## src/common/imdu_pkg.sv

```systemverilog
/*
  Package for the iterative multiply/divide unit: register addresses, control field positions, reset values and
  operation lengths.
  Assumes an internal byte-wide memory-mapped bus from the CPU core, with 16-bit addresses.
*/
package imdu_pkg;

  // ----------------------------------------
  // register addresses
  // ----------------------------------------
  localparam logic [15:0] ADDR_SDR_L  = 16'hFF60;
  localparam logic [15:0] ADDR_SDR_H  = 16'hFF61;
  localparam logic [15:0] ADDR_MDA_LL = 16'hFF62;
  localparam logic [15:0] ADDR_MDA_LH = 16'hFF63;
  localparam logic [15:0] ADDR_MDA_HL = 16'hFF64;
  localparam logic [15:0] ADDR_MDA_HH = 16'hFF65;
  localparam logic [15:0] ADDR_MDB_L  = 16'hFF66;
  localparam logic [15:0] ADDR_MDB_H  = 16'hFF67;
  localparam logic [15:0] ADDR_CTRL   = 16'hFF68;

  // ----------------------------------------
  // control fields and reset values
  // ----------------------------------------
  localparam int          CTRL_RUN_BIT  = 7;
  localparam int          CTRL_MODE_BIT = 0;
  localparam logic [7:0]  CTRL_RESET    = 8'h00;
  localparam logic [15:0] HALF_RESET    = 16'h0000;

  // ----------------------------------------
  // operation lengths in internal clocks
  // ----------------------------------------
  localparam logic [5:0] MUL_CYCLES = 6'h10;
  localparam logic [5:0] DIV_CYCLES = 6'h20;

  typedef enum logic [1:0] {
    IMDU_IDLE = 2'b00,
    IMDU_BUSY = 2'b01
  } imdu_state_t;

endpackage : imdu_pkg

```

## src/common/imdu_step_if.sv

```systemverilog
/*
  Interface carrying one iteration step between the core and its arithmetic step module.
  Assumes the step module is purely combinational.
*/
interface imdu_step_if;
  logic        mode_mul;
  logic [31:0] acc_in;
  logic [15:0] rem_in;
  logic [15:0] opb;
  logic [31:0] acc_out;
  logic [15:0] rem_out;
  modport core (output mode_mul, output acc_in, output rem_in, output opb, input acc_out, input rem_out);
  modport step (input mode_mul, input acc_in, input rem_in, input opb, output acc_out, output rem_out);
endinterface : imdu_step_if

```

## src/hdl/imdu_step.sv

```systemverilog
/*
  One unsigned iteration: shift-add multiply step or restoring divide step.
  Assumes the caller registers the results each clock.
*/
module imdu_step (
  imdu_step_if.step s
);
  logic [16:0] trial;
  logic [16:0] diff;
  logic [16:0] psum;

  // ----------------------------------------
  // datapath
  // ----------------------------------------
  // multiply: product high half in acc[31:16], multiplier shifts out of acc[15:0]
  // divide: partial remainder shifts in the dividend MSB, quotient bit enters acc LSB
  always_comb begin
    psum  = {1'b0, s.acc_in[31:16]} + (s.acc_in[0] ? {1'b0, s.opb} : 17'h00000);
    trial = {s.rem_in, s.acc_in[31]};
    diff  = trial - {1'b0, s.opb};
    if (s.mode_mul) begin
      s.acc_out = {psum, s.acc_in[15:1]};
      s.rem_out = s.rem_in;
    end else if (!diff[16]) begin
      s.acc_out = {s.acc_in[30:0], 1'b1};
      s.rem_out = diff[15:0];
    end else begin
      s.acc_out = {s.acc_in[30:0], 1'b0};
      s.rem_out = trial[15:0];
    end
  end
endmodule : imdu_step

```

## src/hdl/imdu_bus_dec.sv

```systemverilog
/*
  Read multiplexer for the unit's byte registers.
  Assumes registered read data is taken by the caller.
*/
module imdu_bus_dec (
  input  wire logic [15:0] addr,
  input  wire logic [31:0] opa,
  input  wire logic [15:0] opb,
  input  wire logic [15:0] rem,
  input  wire logic [7:0]  ctrl,
  output logic      [7:0]  rdata
);
  // ----------------------------------------
  // read decode, unmapped reads return zero
  // ----------------------------------------
  always_comb begin
    unique case (addr)
      imdu_pkg::ADDR_SDR_L:  rdata = rem[7:0];
      imdu_pkg::ADDR_SDR_H:  rdata = rem[15:8];
      imdu_pkg::ADDR_MDA_LL: rdata = opa[7:0];
      imdu_pkg::ADDR_MDA_LH: rdata = opa[15:8];
      imdu_pkg::ADDR_MDA_HL: rdata = opa[23:16];
      imdu_pkg::ADDR_MDA_HH: rdata = opa[31:24];
      imdu_pkg::ADDR_MDB_L:  rdata = opb[7:0];
      imdu_pkg::ADDR_MDB_H:  rdata = opb[15:8];
      imdu_pkg::ADDR_CTRL:   rdata = ctrl;
      default:               rdata = 8'h00;
    endcase
  end
endmodule : imdu_bus_dec

```

## src/hdl/imdu_core.sv

```systemverilog
/*
  Iterative unsigned 16x16 multiplier and 32/16 divider on the core's internal byte bus.
  Assumes a single-cycle bus: wr_en with wr_mask selects bits for control bit writes, other registers take whole bytes; rd_en returns data next cycle.
*/
module imdu_core (
  input  wire logic        clock,
  input  wire logic        rst,
  input  wire logic [15:0] addr,
  input  wire logic        wr_en,
  input  wire logic [7:0]  wr_data,
  input  wire logic [7:0]  wr_mask,
  input  wire logic        rd_en,
  input  wire logic        serial_done_irq,
  output logic      [7:0]  rd_data,
  output logic             muldiv_done_irq,
  output logic             shared_irq
);
  logic [31:0]          operand_a_q;
  logic [15:0]          operand_b_q;
  logic [15:0]          remainder_q;
  logic                 run_q;
  logic                 mode_q;
  logic [5:0]           count_q;
  logic                 done_q;
  logic                 shared_q;
  logic [7:0]           rd_data_q;
  imdu_pkg::imdu_state_t state_q;
  logic [7:0]           ctrl_view;
  logic [7:0]           ctrl_new;
  logic [7:0]           rmux;
  logic                 ctrl_wr;
  logic                 start;
  logic                 finish;
  logic                 stop;
  logic [5:0]           last_count;

  imdu_step_if st ();

  // ----------------------------------------
  // submodules
  // ----------------------------------------
  imdu_step u_step (
    .s (st.step)
  );

  imdu_bus_dec u_dec (
    .addr  (addr),
    .opa   (operand_a_q),
    .opb   (operand_b_q),
    .rem   (remainder_q),
    .ctrl  (ctrl_view),
    .rdata (rmux)
  );

  // ----------------------------------------
  // control decode
  // ----------------------------------------
  // unused bits are not stored, so they read back zero
  assign ctrl_view = {run_q, 6'h00, mode_q};
  assign ctrl_wr   = wr_en && (addr == imdu_pkg::ADDR_CTRL);
  // masked merge lets a bit write touch one bit only
  assign ctrl_new  = (ctrl_view & ~wr_mask) | (wr_data & wr_mask);
  assign last_count = mode_q ? imdu_pkg::MUL_CYCLES - 6'h01 : imdu_pkg::DIV_CYCLES - 6'h01;
  assign finish    = (state_q == imdu_pkg::IMDU_BUSY) && (count_q == last_count);
  // a start is a rising of run seen by a write while idle
  assign start     = ctrl_wr && ctrl_new[imdu_pkg::CTRL_RUN_BIT] && !run_q;
  // software stop loses to a finish in the same cycle
  assign stop      = ctrl_wr && !ctrl_new[imdu_pkg::CTRL_RUN_BIT] && run_q && !finish;

  assign st.mode_mul = mode_q;
  assign st.acc_in   = operand_a_q;
  assign st.rem_in   = remainder_q;
  assign st.opb      = operand_b_q;

  // ----------------------------------------
  // control register
  // ----------------------------------------
  always_ff @(posedge clock) begin
    if (rst) begin
      run_q  <= imdu_pkg::CTRL_RESET[imdu_pkg::CTRL_RUN_BIT];
      mode_q <= imdu_pkg::CTRL_RESET[imdu_pkg::CTRL_MODE_BIT];
    end else begin
      if (ctrl_wr) begin
        mode_q <= ctrl_new[imdu_pkg::CTRL_MODE_BIT];
      end
      if (finish) begin
        run_q <= 1'b0;
      end else if (ctrl_wr) begin
        run_q <= ctrl_new[imdu_pkg::CTRL_RUN_BIT];
      end
    end
  end

  // ----------------------------------------
  // sequencer
  // ----------------------------------------
  always_ff @(posedge clock) begin
    if (rst) begin
      state_q <= imdu_pkg::IMDU_IDLE;
      count_q <= 6'h00;
    end else begin
      unique case (state_q)
        imdu_pkg::IMDU_IDLE: begin
          count_q <= 6'h00;
          if (start) begin
            state_q <= imdu_pkg::IMDU_BUSY;
          end
        end
        imdu_pkg::IMDU_BUSY: begin
          count_q <= count_q + 6'h01;
          if (finish || stop) begin
            state_q <= imdu_pkg::IMDU_IDLE;
          end
        end
        default: begin
          state_q <= imdu_pkg::IMDU_IDLE;
        end
      endcase
    end
  end

  // ----------------------------------------
  // operand A: bus writes, high-half clear on multiply start, iteration
  // ----------------------------------------
  always_ff @(posedge clock) begin
    if (rst) begin
      operand_a_q <= {imdu_pkg::HALF_RESET, imdu_pkg::HALF_RESET};
    end else if (state_q == imdu_pkg::IMDU_BUSY) begin
      operand_a_q <= st.acc_out;
    end else begin
      if (wr_en && addr == imdu_pkg::ADDR_MDA_LL) operand_a_q[7:0]   <= wr_data;
      if (wr_en && addr == imdu_pkg::ADDR_MDA_LH) operand_a_q[15:8]  <= wr_data;
      if (wr_en && addr == imdu_pkg::ADDR_MDA_HL) operand_a_q[23:16] <= wr_data;
      if (wr_en && addr == imdu_pkg::ADDR_MDA_HH) operand_a_q[31:24] <= wr_data;
      if (start && ctrl_new[imdu_pkg::CTRL_MODE_BIT]) begin
        operand_a_q[31:16] <= imdu_pkg::HALF_RESET;
      end
    end
  end

  // ----------------------------------------
  // operand B and remainder
  // ----------------------------------------
  // remainder is read-only to software; written only by start and iteration
  always_ff @(posedge clock) begin
    if (rst) begin
      operand_b_q <= imdu_pkg::HALF_RESET;
      remainder_q <= imdu_pkg::HALF_RESET;
    end else begin
      if (wr_en && addr == imdu_pkg::ADDR_MDB_L) operand_b_q[7:0]  <= wr_data;
      if (wr_en && addr == imdu_pkg::ADDR_MDB_H) operand_b_q[15:8] <= wr_data;
      if (start) begin
        remainder_q <= imdu_pkg::HALF_RESET;
      end else if (state_q == imdu_pkg::IMDU_BUSY) begin
        remainder_q <= st.rem_out;
      end
    end
  end

  // ----------------------------------------
  // done request, shared source and read data
  // ----------------------------------------
  // done rises with the flop that clears run, so both show in the same cycle
  always_ff @(posedge clock) begin
    if (rst) begin
      done_q   <= 1'b0;
      shared_q <= 1'b0;
    end else begin
      done_q   <= finish;
      shared_q <= finish || serial_done_irq;
    end
  end

  always_ff @(posedge clock) begin
    if (rst) begin
      rd_data_q <= 8'h00;
    end else if (rd_en) begin
      rd_data_q <= rmux;
    end
  end

  assign rd_data         = rd_data_q;
  assign muldiv_done_irq = done_q;
  assign shared_irq      = shared_q;
endmodule : imdu_core

```

## config.mk

```make
export PLATFORM = sky130hd
export DESIGN_NAME = imdu_core
export DESIGN_NICKNAME = d
export VERILOG_FILES = /design/src/common/imdu_pkg.sv /design/src/common/imdu_step_if.sv /design/src/hdl/imdu_step.sv /design/src/hdl/imdu_bus_dec.sv /design/src/hdl/imdu_core.sv
export SDC_FILE = /design/constraint.sdc
export NUM_CORES = 1
export LEC_CHECK = 0
export BUFFER_PORTS_ARGS = -buffer_cell sky130_fd_sc_hd__buf_4
export CAP_MARGIN = 20
export CORE_MARGIN = 2
export CORE_UTILIZATION = 50
export DETAILED_ROUTE_END_ITERATION = 16
export PLACE_DENSITY = 0.71
export SLEW_MARGIN = 25
export SYNTH_ARGS = -nofsm -noshare
export SYNTH_HDL_FRONTEND = slang
export SYNTH_HIERARCHICAL = 1
export SYNTH_SLANG_ARGS = --single-unit
export TNS_END_PERCENT = 30
```

## constraint.sdc

```tcl
create_clock -name clock -period 2.7 [get_ports clock]
set_input_delay 0.675 -clock clock [delete_from_list [all_inputs] [get_ports clock]]
set_output_delay 0.675 -clock clock [all_outputs]
set_load 0.01 [all_outputs]
```

==> results of run 1 <==
## registers in the layout (all words and copies together), names as in the netlist
name,flops
operand_a_q,32
operand_b_q,16
remainder_q,16
rd_data,8
count_q,6
mode_q,1
muldiv_done_irq,1
run_q,1
shared_irq,1
state_q,1
## cell type report
type / instances / area (µm²)
multi-input combinational: 602 / 4745
fill: 1032 / 4433
sequential: 83 / 1679
timing repair buffer: 144 / 1125
clock buffer: 11 / 232.7
tap: 172 / 215.2
inverter: 50 / 187.7
clock inverter: 5 / 53.80
## timing repair
item                                   in CTS  in global routing
endpoints found under the hold margin       0                  0
buffers inserted                            6                  6
pin swaps                                  24                 21
setup endpoints to repair                  22                 25
gates resized for setup                    38                 20
cloned                                      1                  0
## power breakdown
part	switching, µW	internal, µW	total (µW)
combinational	92.3	60.0	152
clock	509	715	1220
sequential	0.338	1220	1220
total	601	2000	2600
## worst min-delay path by stage
stage	endpoint	slack, ns	cells after the start
2_1_floorplan	count_q[0]	0.42	1
3_3_place_gp	count_q[0]	0.43	1
3_5_place_dp	count_q[0]	0.45	1
4_1_cts	count_q[0]	0.46	1
5_1_grt	count_q[0]	0.49	1
6_report	count_q[0]	0.46	1
## kinds of logic after synthesis
logic type                 after synthesis  share of synthesized area (%)
muxes                                  121                          19.30
adders and majority gates               35                          6.951
AOI/OAI and AO/OA                      179                          20.43
DFF                                     83                          25.50
other                                    1                        0.05755
xor gates and xnor gates                24                          3.226
and+or+nand+nor                        237                          18.47
buffers and inverters                   94                          6.067
## metrics by stage
step	total power, µW	hold slack, ns	util [%]	setup slack (ns)	cells
after floorplan	1326	0.4175	-	-0.004516	779
after global placement	1398	0.4278	59.70	-0.1467	1038
after detailed placement	1400	0.4460	59.70	-0.2222	1038
after CTS	2613	0.4604	63.92	-0.1390	1061
after global routing	2662	0.4941	65.01	-0.2779	1067
final	2599	0.4581	65.01	-0.1557	1067
## per-layer routing
| metal | up-vias | GRT usage (%) | wire length (µm) |
|---|---|---|---|
| met5 | - | 0 | 0 |
| met4 | 0 | 10.39 | 560 |
| met3 | 40 | 4.102 | 1233 |
| met2 | 250 | 48.27 | 9662 |
| met1 | 3042 | 36.91 | 8760 |
| li1 | 3026 | - | - |
## placed cells by master, fill, tap and decap left out, types with 3 or more instances in the layout
cell	netlist	final
and2_1	21	17
nor3_1	7	7
xnor2_1	17	16
xor2_1	7	7
mux2i_1	84	84
a21oi_2	1	6
and3_1	5	5
a22oi_1	8	8
nor2_1	92	92
a211oi_1	18	18
dfxtp_1	83	73
o21ai_0	40	35
a221o_1	3	3
nand3_1	13	12
and2_4	1	5
dfxtp_2	0	8
nor2b_1	6	5
o21a_1	8	7
o311ai_0	3	3
a21o_1	10	10
conb_1	1	6
a31oi_1	12	12
mux2_2	37	37
a21oi_1	22	17
nand4_1	7	7
ha_4	0	7
a221oi_2	12	16
clkbuf_16	0	9
o22a_1	6	6
or3_1	5	4
clkinv_2	0	3
nand2_1	50	50
nand2b_1	8	8
buf_4	1	140
inv_1	50	49
o21ai_1	0	3
ha_1	33	25
## worst max-delay path, stage by stage, from the launching register on
cell and delay [ns]:
dfxtp_4 0.36, buf_6 0.11, and2_4 0.14, ha_4 0.16, fa_2 0.36, a21o_1 0.18, a21oi_2 0.13, o21a_2 0.21
buf_4 0.13, o21bai_4 0.05, nand2_1 0.09, a21boi_2 0.06, o21a_1 0.20, o31ai_4 0.25, nand2_1 0.10, a221oi_2 0.23
==> results.sh, run 1 <==
export IMPL_row_count=41
export IMPL_synth_most_common_cell="nor2_1"
export IMPL_ys_seq_area_share_pct=25.50
export IMPL_ioPinCount=47
export IMPL_critical_path_class="flip-flop to flip-flop"
export IMPL_fin_worst_skew_ns=0.009845
export IMPL_rsz0062_at_grt="yes"
export IMPL_htree_levels=3
export IMPL_n_antenna_cell=0
export IMPL_fin_tns_setup_ns=-1.842
export IMPL_drt_iter0_markers=506
export IMPL_max_freq_mhz=350.2
export IMPL_vdd_ir_drop_max_mv=0.3339
export IMPL_synth_edf_count=0
export IMPL_cts_buffer_depth=2
export IMPL_ant_nets=0
export IMPL_cap_violations=0
export IMPL_wl_um=20220
export IMPL_wl_per_cell_um=18.95
export IMPL_cellPowerDensity_nw_per_um2=315.5
export IMPL_p_leak_uw=0.003445
export IMPL_grtUsageTotal_pct=28.54
export IMPL_netlist_top_cells_area="dfxtp_1 25%, mux2i_1 13%, mux2_2 6.4%, ha_1 6.3%, nor2_1 5.3%"
export IMPL_initial_core_util_pct=51.43
export IMPL_crit_fanout=5
export IMPL_end_kind="flip-flop"
export IMPL_hold_path_class="flip-flop to flip-flop"
export IMPL_insertion_delay_ns=0.34
export IMPL_period_share_pct=105.8
export IMPL_cp_start_kind="flip-flop"
export IMPL_setup_violations=21
export IMPL_hold_viol_final=0
export IMPL_clock_tree_root_cell="clkbuf_16"
export IMPL_gp_congestion=1.027
export IMPL_worstSetupEndpoint="operand_a_q[25]"
export IMPL_port_buffers=40
export IMPL_first_pass_iters=5
export IMPL_tightest_slew_ns=0.6824
export IMPL_ys_types=76
export IMPL_synth_seq_cells=83
export IMPL_postPlaceCellArea_um2=7565
export IMPL_r2r_start="operand_a_q[0]"
export IMPL_grt_max_degree=37
export IMPL_period_minus_slack_ns=2.856
export IMPL_antenna_found_initial=0
export IMPL_reg2reg_slack_ns=-0.16
export IMPL_clk_pin_slew_ns=0.07
export IMPL_max_slew_margin_pct=54.45
export IMPL_hp_start="count_q[0]"
export IMPL_final_cell_area_um2=8238
export IMPL_clkSinkCount=83
export IMPL_tritoncts="yes"
export IMPL_viasPerCell=5.959
export IMPL_route_vias_total=6358
export IMPL_syn_mean_instance_area_um2=8.419
export IMPL_drc=0
export IMPL_r2r_end="operand_a_q[25]"
export IMPL_ys_warnings_count=6
export IMPL_synth_ff_type="dfxtp_1"
export IMPL_fp_dieArea_um2=13960
export IMPL_post_dp_hpwl_um=14660
export IMPL_grt_pass1_vias=6298
export IMPL_finalNetCount=962
export IMPL_postSynthCellCount=774
export IMPL_crit_required_ns=2.96
export IMPL_die_w_um=118.2
export IMPL_postSynth_asyncResetShare_pct=0
export IMPL_synth_common_cells="92 x nor2_1, 84 x mux2i_1, 83 x dfxtp_1, 50 x inv_1, 50 x nand2_1"
export IMPL_outcome="complete, but fails checks"
export IMPL_drive_above_1_share_pct=30.06
export IMPL_grt_pass1_wl_um=32110
export IMPL_synth_area_um2=6516
export IMPL_setup_ws_ns=-0.1557
export IMPL_syn_to_final_growth_pct=26.42
export IMPL_final_max_slew_violation_count=0
export IMPL_cts_buffers=9
export IMPL_yosys_area_top_type="dfxtp_1"
export IMPL_die_y_um=118.2
export IMPL_reg2reg_depth=15
export IMPL_violations="negative setup slack"
export IMPL_cts_hold_buf=0
export IMPL_arrival_ns=3.11
export IMPL_yosys_area_top_type_share_pct=25.50
export IMPL_fp_coreArea_um2=12670
export IMPL_grt_overflow=0
export IMPL_cp_startpoint="operand_a_q[0]"
Power figures use the tool's default switching activity.
==> inputs of run 2 (changes only) <==
--- a/config.mk
+++ b/config.mk
@@ -6,6 +6,7 @@
 export NUM_CORES = 1
 export LEC_CHECK = 0
-export BUFFER_PORTS_ARGS = -buffer_cell sky130_fd_sc_hd__buf_4
+export BUFFER_PORTS_ARGS = -buffer_cell sky130_fd_sc_hd__buf_2
 export CAP_MARGIN = 20
+export CORE_ASPECT_RATIO = 0.75
 export CORE_MARGIN = 2
 export CORE_UTILIZATION = 50
==> constraint.sdc (replaced) <==
create_clock -name clock -period 2.7 [get_ports clock]
set_input_delay 0.54 -clock clock [delete_from_list [all_inputs] [get_ports clock]]
set_output_delay 0.54 -clock clock [all_outputs]
set_load 0.01 [all_outputs]
==> results.sh, run 2 (synthesis gave the netlist of run 1 again) <==
export IMPL_outcome="complete, but fails checks"
export IMPL_violations="negative setup slack"
export IMPL_final_max_slew_violation_count=0
export IMPL_hold_ws_ns=0.4484
export IMPL_use_met1_pct=40.58
export IMPL_drc=0
export IMPL_end_kind="flip-flop"
export IMPL_syn_to_final_growth_pct=23.50
export IMPL_clock_tree_root_cell="clkbuf_16"
export IMPL_fp_dieArea_um2=13970
export IMPL_holdPathStages=3
export IMPL_max_slew_margin_pct=58.65
export IMPL_p_leak_uw=0.003354
export IMPL_drive_above_1_share_pct=29.83
export IMPL_cellPowerDensity_nw_per_um2=313.1
export IMPL_finalPower_uw=2520
export IMPL_fin_worst_skew_ns=0.003851
export IMPL_ioPinCount=47
export IMPL_setup_violations=19
export IMPL_row_count=36
export IMPL_largest_reg_flops=32
export IMPL_dp_slack_ns=-0.2820
export IMPL_grt_max_degree=53
export IMPL_cts_buffers=9
export IMPL_period_share_pct=105.6
export IMPL_busiest_layer="met2"
export IMPL_wl_um=20450
export IMPL_drt_iter0_markers=611
export IMPL_tritoncts="yes"
export IMPL_period_minus_slack_ns=2.851
export IMPL_cts_buffer_depth=2
export IMPL_initial_core_util_pct=50.76
export IMPL_place_inst=1036
export IMPL_htree_levels=3
export IMPL_port_buffers=40
export IMPL_hold_path_class="input pin to flip-flop"
export IMPL_vdd_ir_drop_max_mv=0.4013
export IMPL_cap_violations=0
export IMPL_met2_usage_pct=47.90
export IMPL_grtUsageTotal_pct=29.47
export IMPL_insertion_delay_ns=0.34
export IMPL_crit_required_ns=2.92
export IMPL_antenna_found_initial=0
export IMPL_finalNetCount=952
export IMPL_die_w_um=135.8
export IMPL_final_core_util_pct=62.69
export IMPL_first_pass_iters=5
export IMPL_max_freq_mhz=350.8
export IMPL_viasPerCell=6.072
export IMPL_hold_viol_final=0
export IMPL_crit_fanout=4
export IMPL_post_dp_hpwl_um=15250
export IMPL_route_vias_total=6412
export IMPL_met3_usage_pct=5.556
export IMPL_n_antenna_cell=0
export IMPL_arrival_ns=3.07
export IMPL_die_y_um=102.9
export IMPL_layout_common_cells="91 x nor2_1, 90 x buf_4, 84 x mux2i_1"
export IMPL_grt_overflow=0
export IMPL_fin_cells=1056
export IMPL_reg2reg_depth=13
export IMPL_wl_per_cell_um=19.37
export IMPL_clk_pin_slew_ns=0.06
export IMPL_top_register="operand_a_q"
export IMPL_mostFrequentLayoutCell="nor2_1"
export IMPL_gp_congestion=1.030
export IMPL_ant_nets=0
export IMPL_grt_pass1_vias=6126
export IMPL_grt_pass1_wl_um=32150
export IMPL_cp_start_kind="flip-flop"
export IMPL_tightest_slew_ns=0.6183
export IMPL_clkSinkCount=83
export IMPL_rsz0062_at_grt="yes"
export IMPL_setup_ws_ns=-0.1507
export IMPL_critical_path_class="flip-flop to flip-flop"
export IMPL_fp_coreArea_um2=12840
export IMPL_reg_largest_list="operand_a_q (32), operand_b_q (16), remainder_q (16)"
-- run 2: cell count changes in the layout (fill, tap and decap cells not counted), sizes merged --
cell,previous run,this run
buf,144,134
bufinv,1,0
clkbuf,11,14
clkinv,4,2
-- run 2: worst max-delay path, cell delays in order, from the launching register on --
cell and delay, ns:
dfxtp_2 0.33, inv_1 0.15, ha_4 0.23, nor2b_2 0.15
o31a_1 0.32, o2111a_1 0.29, a21oi_2 0.16, o2bb2ai_2 0.16
xnor2_2 0.14, buf_4 0.18, and3_4 0.17, a221o_1 0.25
mux2i_1 0.13, nor2_1 0.06
-- run 2: repair_timing --
action                                  CTS  global route
buffers inserted                          4             1
resized for setup                        49            19
pin swaps                                22            12
endpoints found under the setup margin   23            25
hold buffers                              0             0
-- run 2: area by class of cell --
type,instances,area [µm²]
well taps,171,214.0
multi-input cells,602,4757
repair buffers,134,938.4
clock buffers,14,264.0
inverters,50,187.7
flip-flops and latches,83,1677
fillers,1114,4790
clock inverters,2,10.01
-- run 2: per-layer routing --
| metal | wire length (µm) | part of all wire (%) |
|---|---|---|
| met2 | 9326 | 46 |
| met1 | 9433 | 46 |
| met3 | 1367 | 6.7 |
| met5 | 0 | 0 |
| met4 | 327 | 1.6 |
-- run 2: final timing paths --
check,endpoint,start,slack (ns)
worst max register to register,remainder_q[14],operand_b_q[2],-0.15
worst min-delay path,shared_irq,serial_done_irq,0.45
worst min register to register,count_q[0],count_q[0],0.45
worst max-delay path,remainder_q[14],operand_b_q[2],-0.15
-- run 2: per-stage QoR --
stage / TNS [ns] / area (µm²)
CTS: -0.9838 / 7954
detailed placement: -3.072 / 7468
global route: -4.106 / 8048
global placement: -1.913 / 7468
floorplan: -0.004516 / 6570
finish: -1.607 / 8048
-- run 2: power breakdown --
part           leakage (µW)  internal, µW  switching (µW)
logic               0.00254          53.7            94.5
clock network      0.000137           672             477
registers          0.000673          1220           0.378
==> inputs of run 3 (changes only) <==
Settings changed: SYNTH_HIERARCHICAL 1 to default.
==> results.sh, run 3 <==
export IMPL_outcome="finished, final reports clean"
export IMPL_fp_coreArea_um2=11700
export IMPL_largest_reg_flops=32
export IMPL_rsz0062_at_grt="yes"
export IMPL_syn_to_final_growth_pct=17.30
export IMPL_hold_viol_final=0
export IMPL_max_slew_margin_pct=53.41
export IMPL_drc=0
export IMPL_p_comb_share_pct=5.1
export IMPL_ioPinCount=47
export IMPL_port_buffers=40
export IMPL_synth_common_cells="89 x nor2_1, 83 x dfxtp_1, 68 x mux2i_1, 50 x a21oi_1, 42 x nand2_1"
export IMPL_path_common_cell="inv_1"
export IMPL_hp_start="serial_done_irq"
export IMPL_cp_start_kind="flip-flop"
export IMPL_antenna_found_initial=0
export IMPL_hold_path_class="input pin to flip-flop"
export IMPL_die_w_um=131.2
export IMPL_period_minus_slack_ns=2.608
export IMPL_clkPwrFrac_pct=48.6
export IMPL_grt_max_degree=38
export IMPL_synth_area_um2=6068
export IMPL_reg2reg_slack_ns=0.09
export IMPL_route_vias_total=6297
export IMPL_end_kind="flip-flop"
export IMPL_drt_iter0_markers=699
export IMPL_dp_slack_ns=0.01312
export IMPL_r2r_start="operand_a_q[31]"
export IMPL_syn_mean_instance_area_um2=8.102
export IMPL_mostFrequentLayoutCell="nor2_1"
export IMPL_fp_dieArea_um2=13040
export IMPL_first_pass_iters=7
export IMPL_path_cells="inv_1 -> ha_1 -> inv_1 -> fa_2 -> a211oi_2 -> o21a_1 -> o21ba_2 -> o22ai_2 -> mux2i_2 -> buf_12 -> or4_1 -> nand3_1"
export IMPL_ys_warnings_count=0
export IMPL_top_register="operand_a_q"
export IMPL_cts_buffer_depth=2
export IMPL_hold_ws_ns=0.4078
export IMPL_synth_seq_cells=83
export IMPL_post_dp_hpwl_um=14550
export IMPL_clkSinkCount=83
export IMPL_crit_fanout=17
export IMPL_critical_path_class="flip-flop to flip-flop"
export IMPL_tritoncts="yes"
export IMPL_fillCellCount=1036
export IMPL_p_leak_uw=0.002973
export IMPL_clock_tree_root_cell="clkbuf_16"
export IMPL_vdd_ir_drop_max_mv=0.3264
export IMPL_htree_levels=3
export IMPL_setup_violations=0
export IMPL_setup_ws_ns=0.09153
export IMPL_pwr_share_seq_pct=46.3
export IMPL_p_int_uw=1999
export IMPL_cellPowerDensity_nw_per_um2=371.8
export IMPL_yosys_area_top_type="dfxtp_1"
export IMPL_insertion_delay_ns=0.35
export IMPL_fin_tns_setup_ns=0
export IMPL_wl_per_cell_um=19.78
export IMPL_holdPathStages=3
export IMPL_finalNetCount=886
export IMPL_clk_pin_slew_ns=0.07
export IMPL_grt_pass1_wl_um=30680
export IMPL_critPathMaxStageDelay_ns=0.49
export IMPL_ys_types=65
export IMPL_cts_hold_buf=0
export IMPL_postSynth_asyncResetShare_pct=0
export IMPL_final_max_slew_violation_count=0
export IMPL_synth_ff_type="dfxtp_1"
export IMPL_viasPerCell=6.412
export IMPL_cts_buffers=9
export IMPL_yosys_area_top_type_share_pct=27.38
export IMPL_layout_common_cells="89 x nor2_1, 79 x dfxtp_1, 67 x mux2i_1"
export IMPL_postSynthNetCount=821
export IMPL_reg2reg_depth=12
export IMPL_crit_slowest_cell="or4_1"
export IMPL_fin_worst_skew_ns=0.01326
export IMPL_ys_seq_area_share_pct=27.38
export IMPL_synth_edf_count=0
export IMPL_arrival_ns=2.90
export IMPL_period_share_pct=96.61
export IMPL_reg_largest_list="operand_a_q (32), operand_b_q (16), remainder_q (16)"
export IMPL_die_y_um=99.41
export IMPL_power_switching_uw=647.4
export IMPL_cap_violations=0
export IMPL_netlist_top_cells_area="dfxtp_1 27%, mux2i_1 11%, ha_1 6.8%, nor2_1 5.5%, a21oi_1 4.1%"
export IMPL_swShare_pct=24.47
export IMPL_drive_above_1_share_pct=17.46
export IMPL_row_count=34
export IMPL_grtUsageTotal_pct=29.71
export IMPL_r2r_end="remainder_q[2]"
export IMPL_wl_um=19420
export IMPL_crit_required_ns=2.99
export IMPL_min_to="shared_irq"
export IMPL_grt_pass1_vias=5887
export IMPL_synth_most_common_cell="nor2_1"
export IMPL_initial_core_util_pct=51.87
export IMPL_gp_congestion=1.025
export IMPL_max_freq_mhz=383.4
export IMPL_postSynthCellCount=749
export IMPL_grt_overflow=0
export IMPL_ant_nets=0
export IMPL_tightest_slew_ns=0.6989
## run 3: cell count changes after synthesis, sizes merged, moves of 8 or more
cell	change
a21oi	+27
a221oi	-9
inv	-27
mux2	-30
mux2i	-16
nand2	-8
nand3	+12
o22ai	+11
## run 3: routing by layer
metal	wire length, µm	track usage (%)	up-vias
met5	0	0	-
met4	659	11.45	0
met3	2200	7.696	60
met2	8301	46.15	385
met1	8259	39.89	2939
li1	-	-	2913
## run 3: worst max-delay path, delay by kind of cell (launching register included)
family	cells	cell delay (ns)
mux	1	0.18
compound gates	4	0.64
flops	1	0.32
simple gates	2	0.57
buf+inv	3	0.31
fa+ha+maj	2	0.54
## run 3: how the worst max path moves through the flow
stage,start,to,slack (ns)
6_report,operand_a_q[31],remainder_q[2],0.09
5_1_grt,operand_a_q[0],operand_a_q[28],-0.005
4_1_cts,operand_b_q[0],operand_a_q[29],0.02
3_5_place_dp,operand_b_q[3],remainder_q[3],0.01
3_3_place_gp,operand_a_q[31],remainder_q[2],-0.000003
2_1_floorplan,operand_a_q[0],operand_a_q[27],0.004
## run 3: cells by family after synthesis
group	after synthesis	synth area share, %
AND/OR/NAND/NOR	247	20.39
XOR/XNOR	28	4.041
buffers and inverters	63	4.082
flip-flops	83	27.38
multiplexers	75	12.52
adder cells (fa/ha/maj)	35	7.464
AO/OA/AOI/OAI	218	24.12
## run 3: power by group through the flow
stage          Sequential (µW)  Combinational, µW  Clock, µW
6_report                  1220                136       1290
5_1_grt                   1220                142       1360
4_1_cts                   1220                131       1310
3_5_place_dp              1250                131          0
3_3_place_gp              1250                128          0
2_1_floorplan             1250               65.4          0
## run 3: area by class of cell
cell class,count,area (µm²),area share (%)
diodes,1,2.502,0.03516
clock buffers,9,225.2,3.164
clock inverters,7,81.33,1.143
inverters,23,86.33,1.213
multi-input cells,603,4223,59.32
flip-flops and latches,83,1667,23.41
well taps,162,202.7,2.848
repair buffers,94,630.6,8.859
## run 3: repair_timing
action	4_1_cts	5_1_grt
buffers inserted	0	1
pin swaps	0	4
gates resized for setup	2	13
setup endpoints to repair	4	18
## run 3: per-stage QoR
step / area, µm² / cells / util [%] / power, µW
6_report: 7118 / 982 / 60.84 / 2646
5_1_grt: 7116 / 981 / 60.82 / 2722
4_1_cts: 7063 / 980 / 60.37 / 2662
3_5_place_dp: 6745 / 964 / 57.66 / 1383
3_3_place_gp: 6745 / 964 / 57.66 / 1381
2_1_floorplan: 6075 / 749 / - / 1318
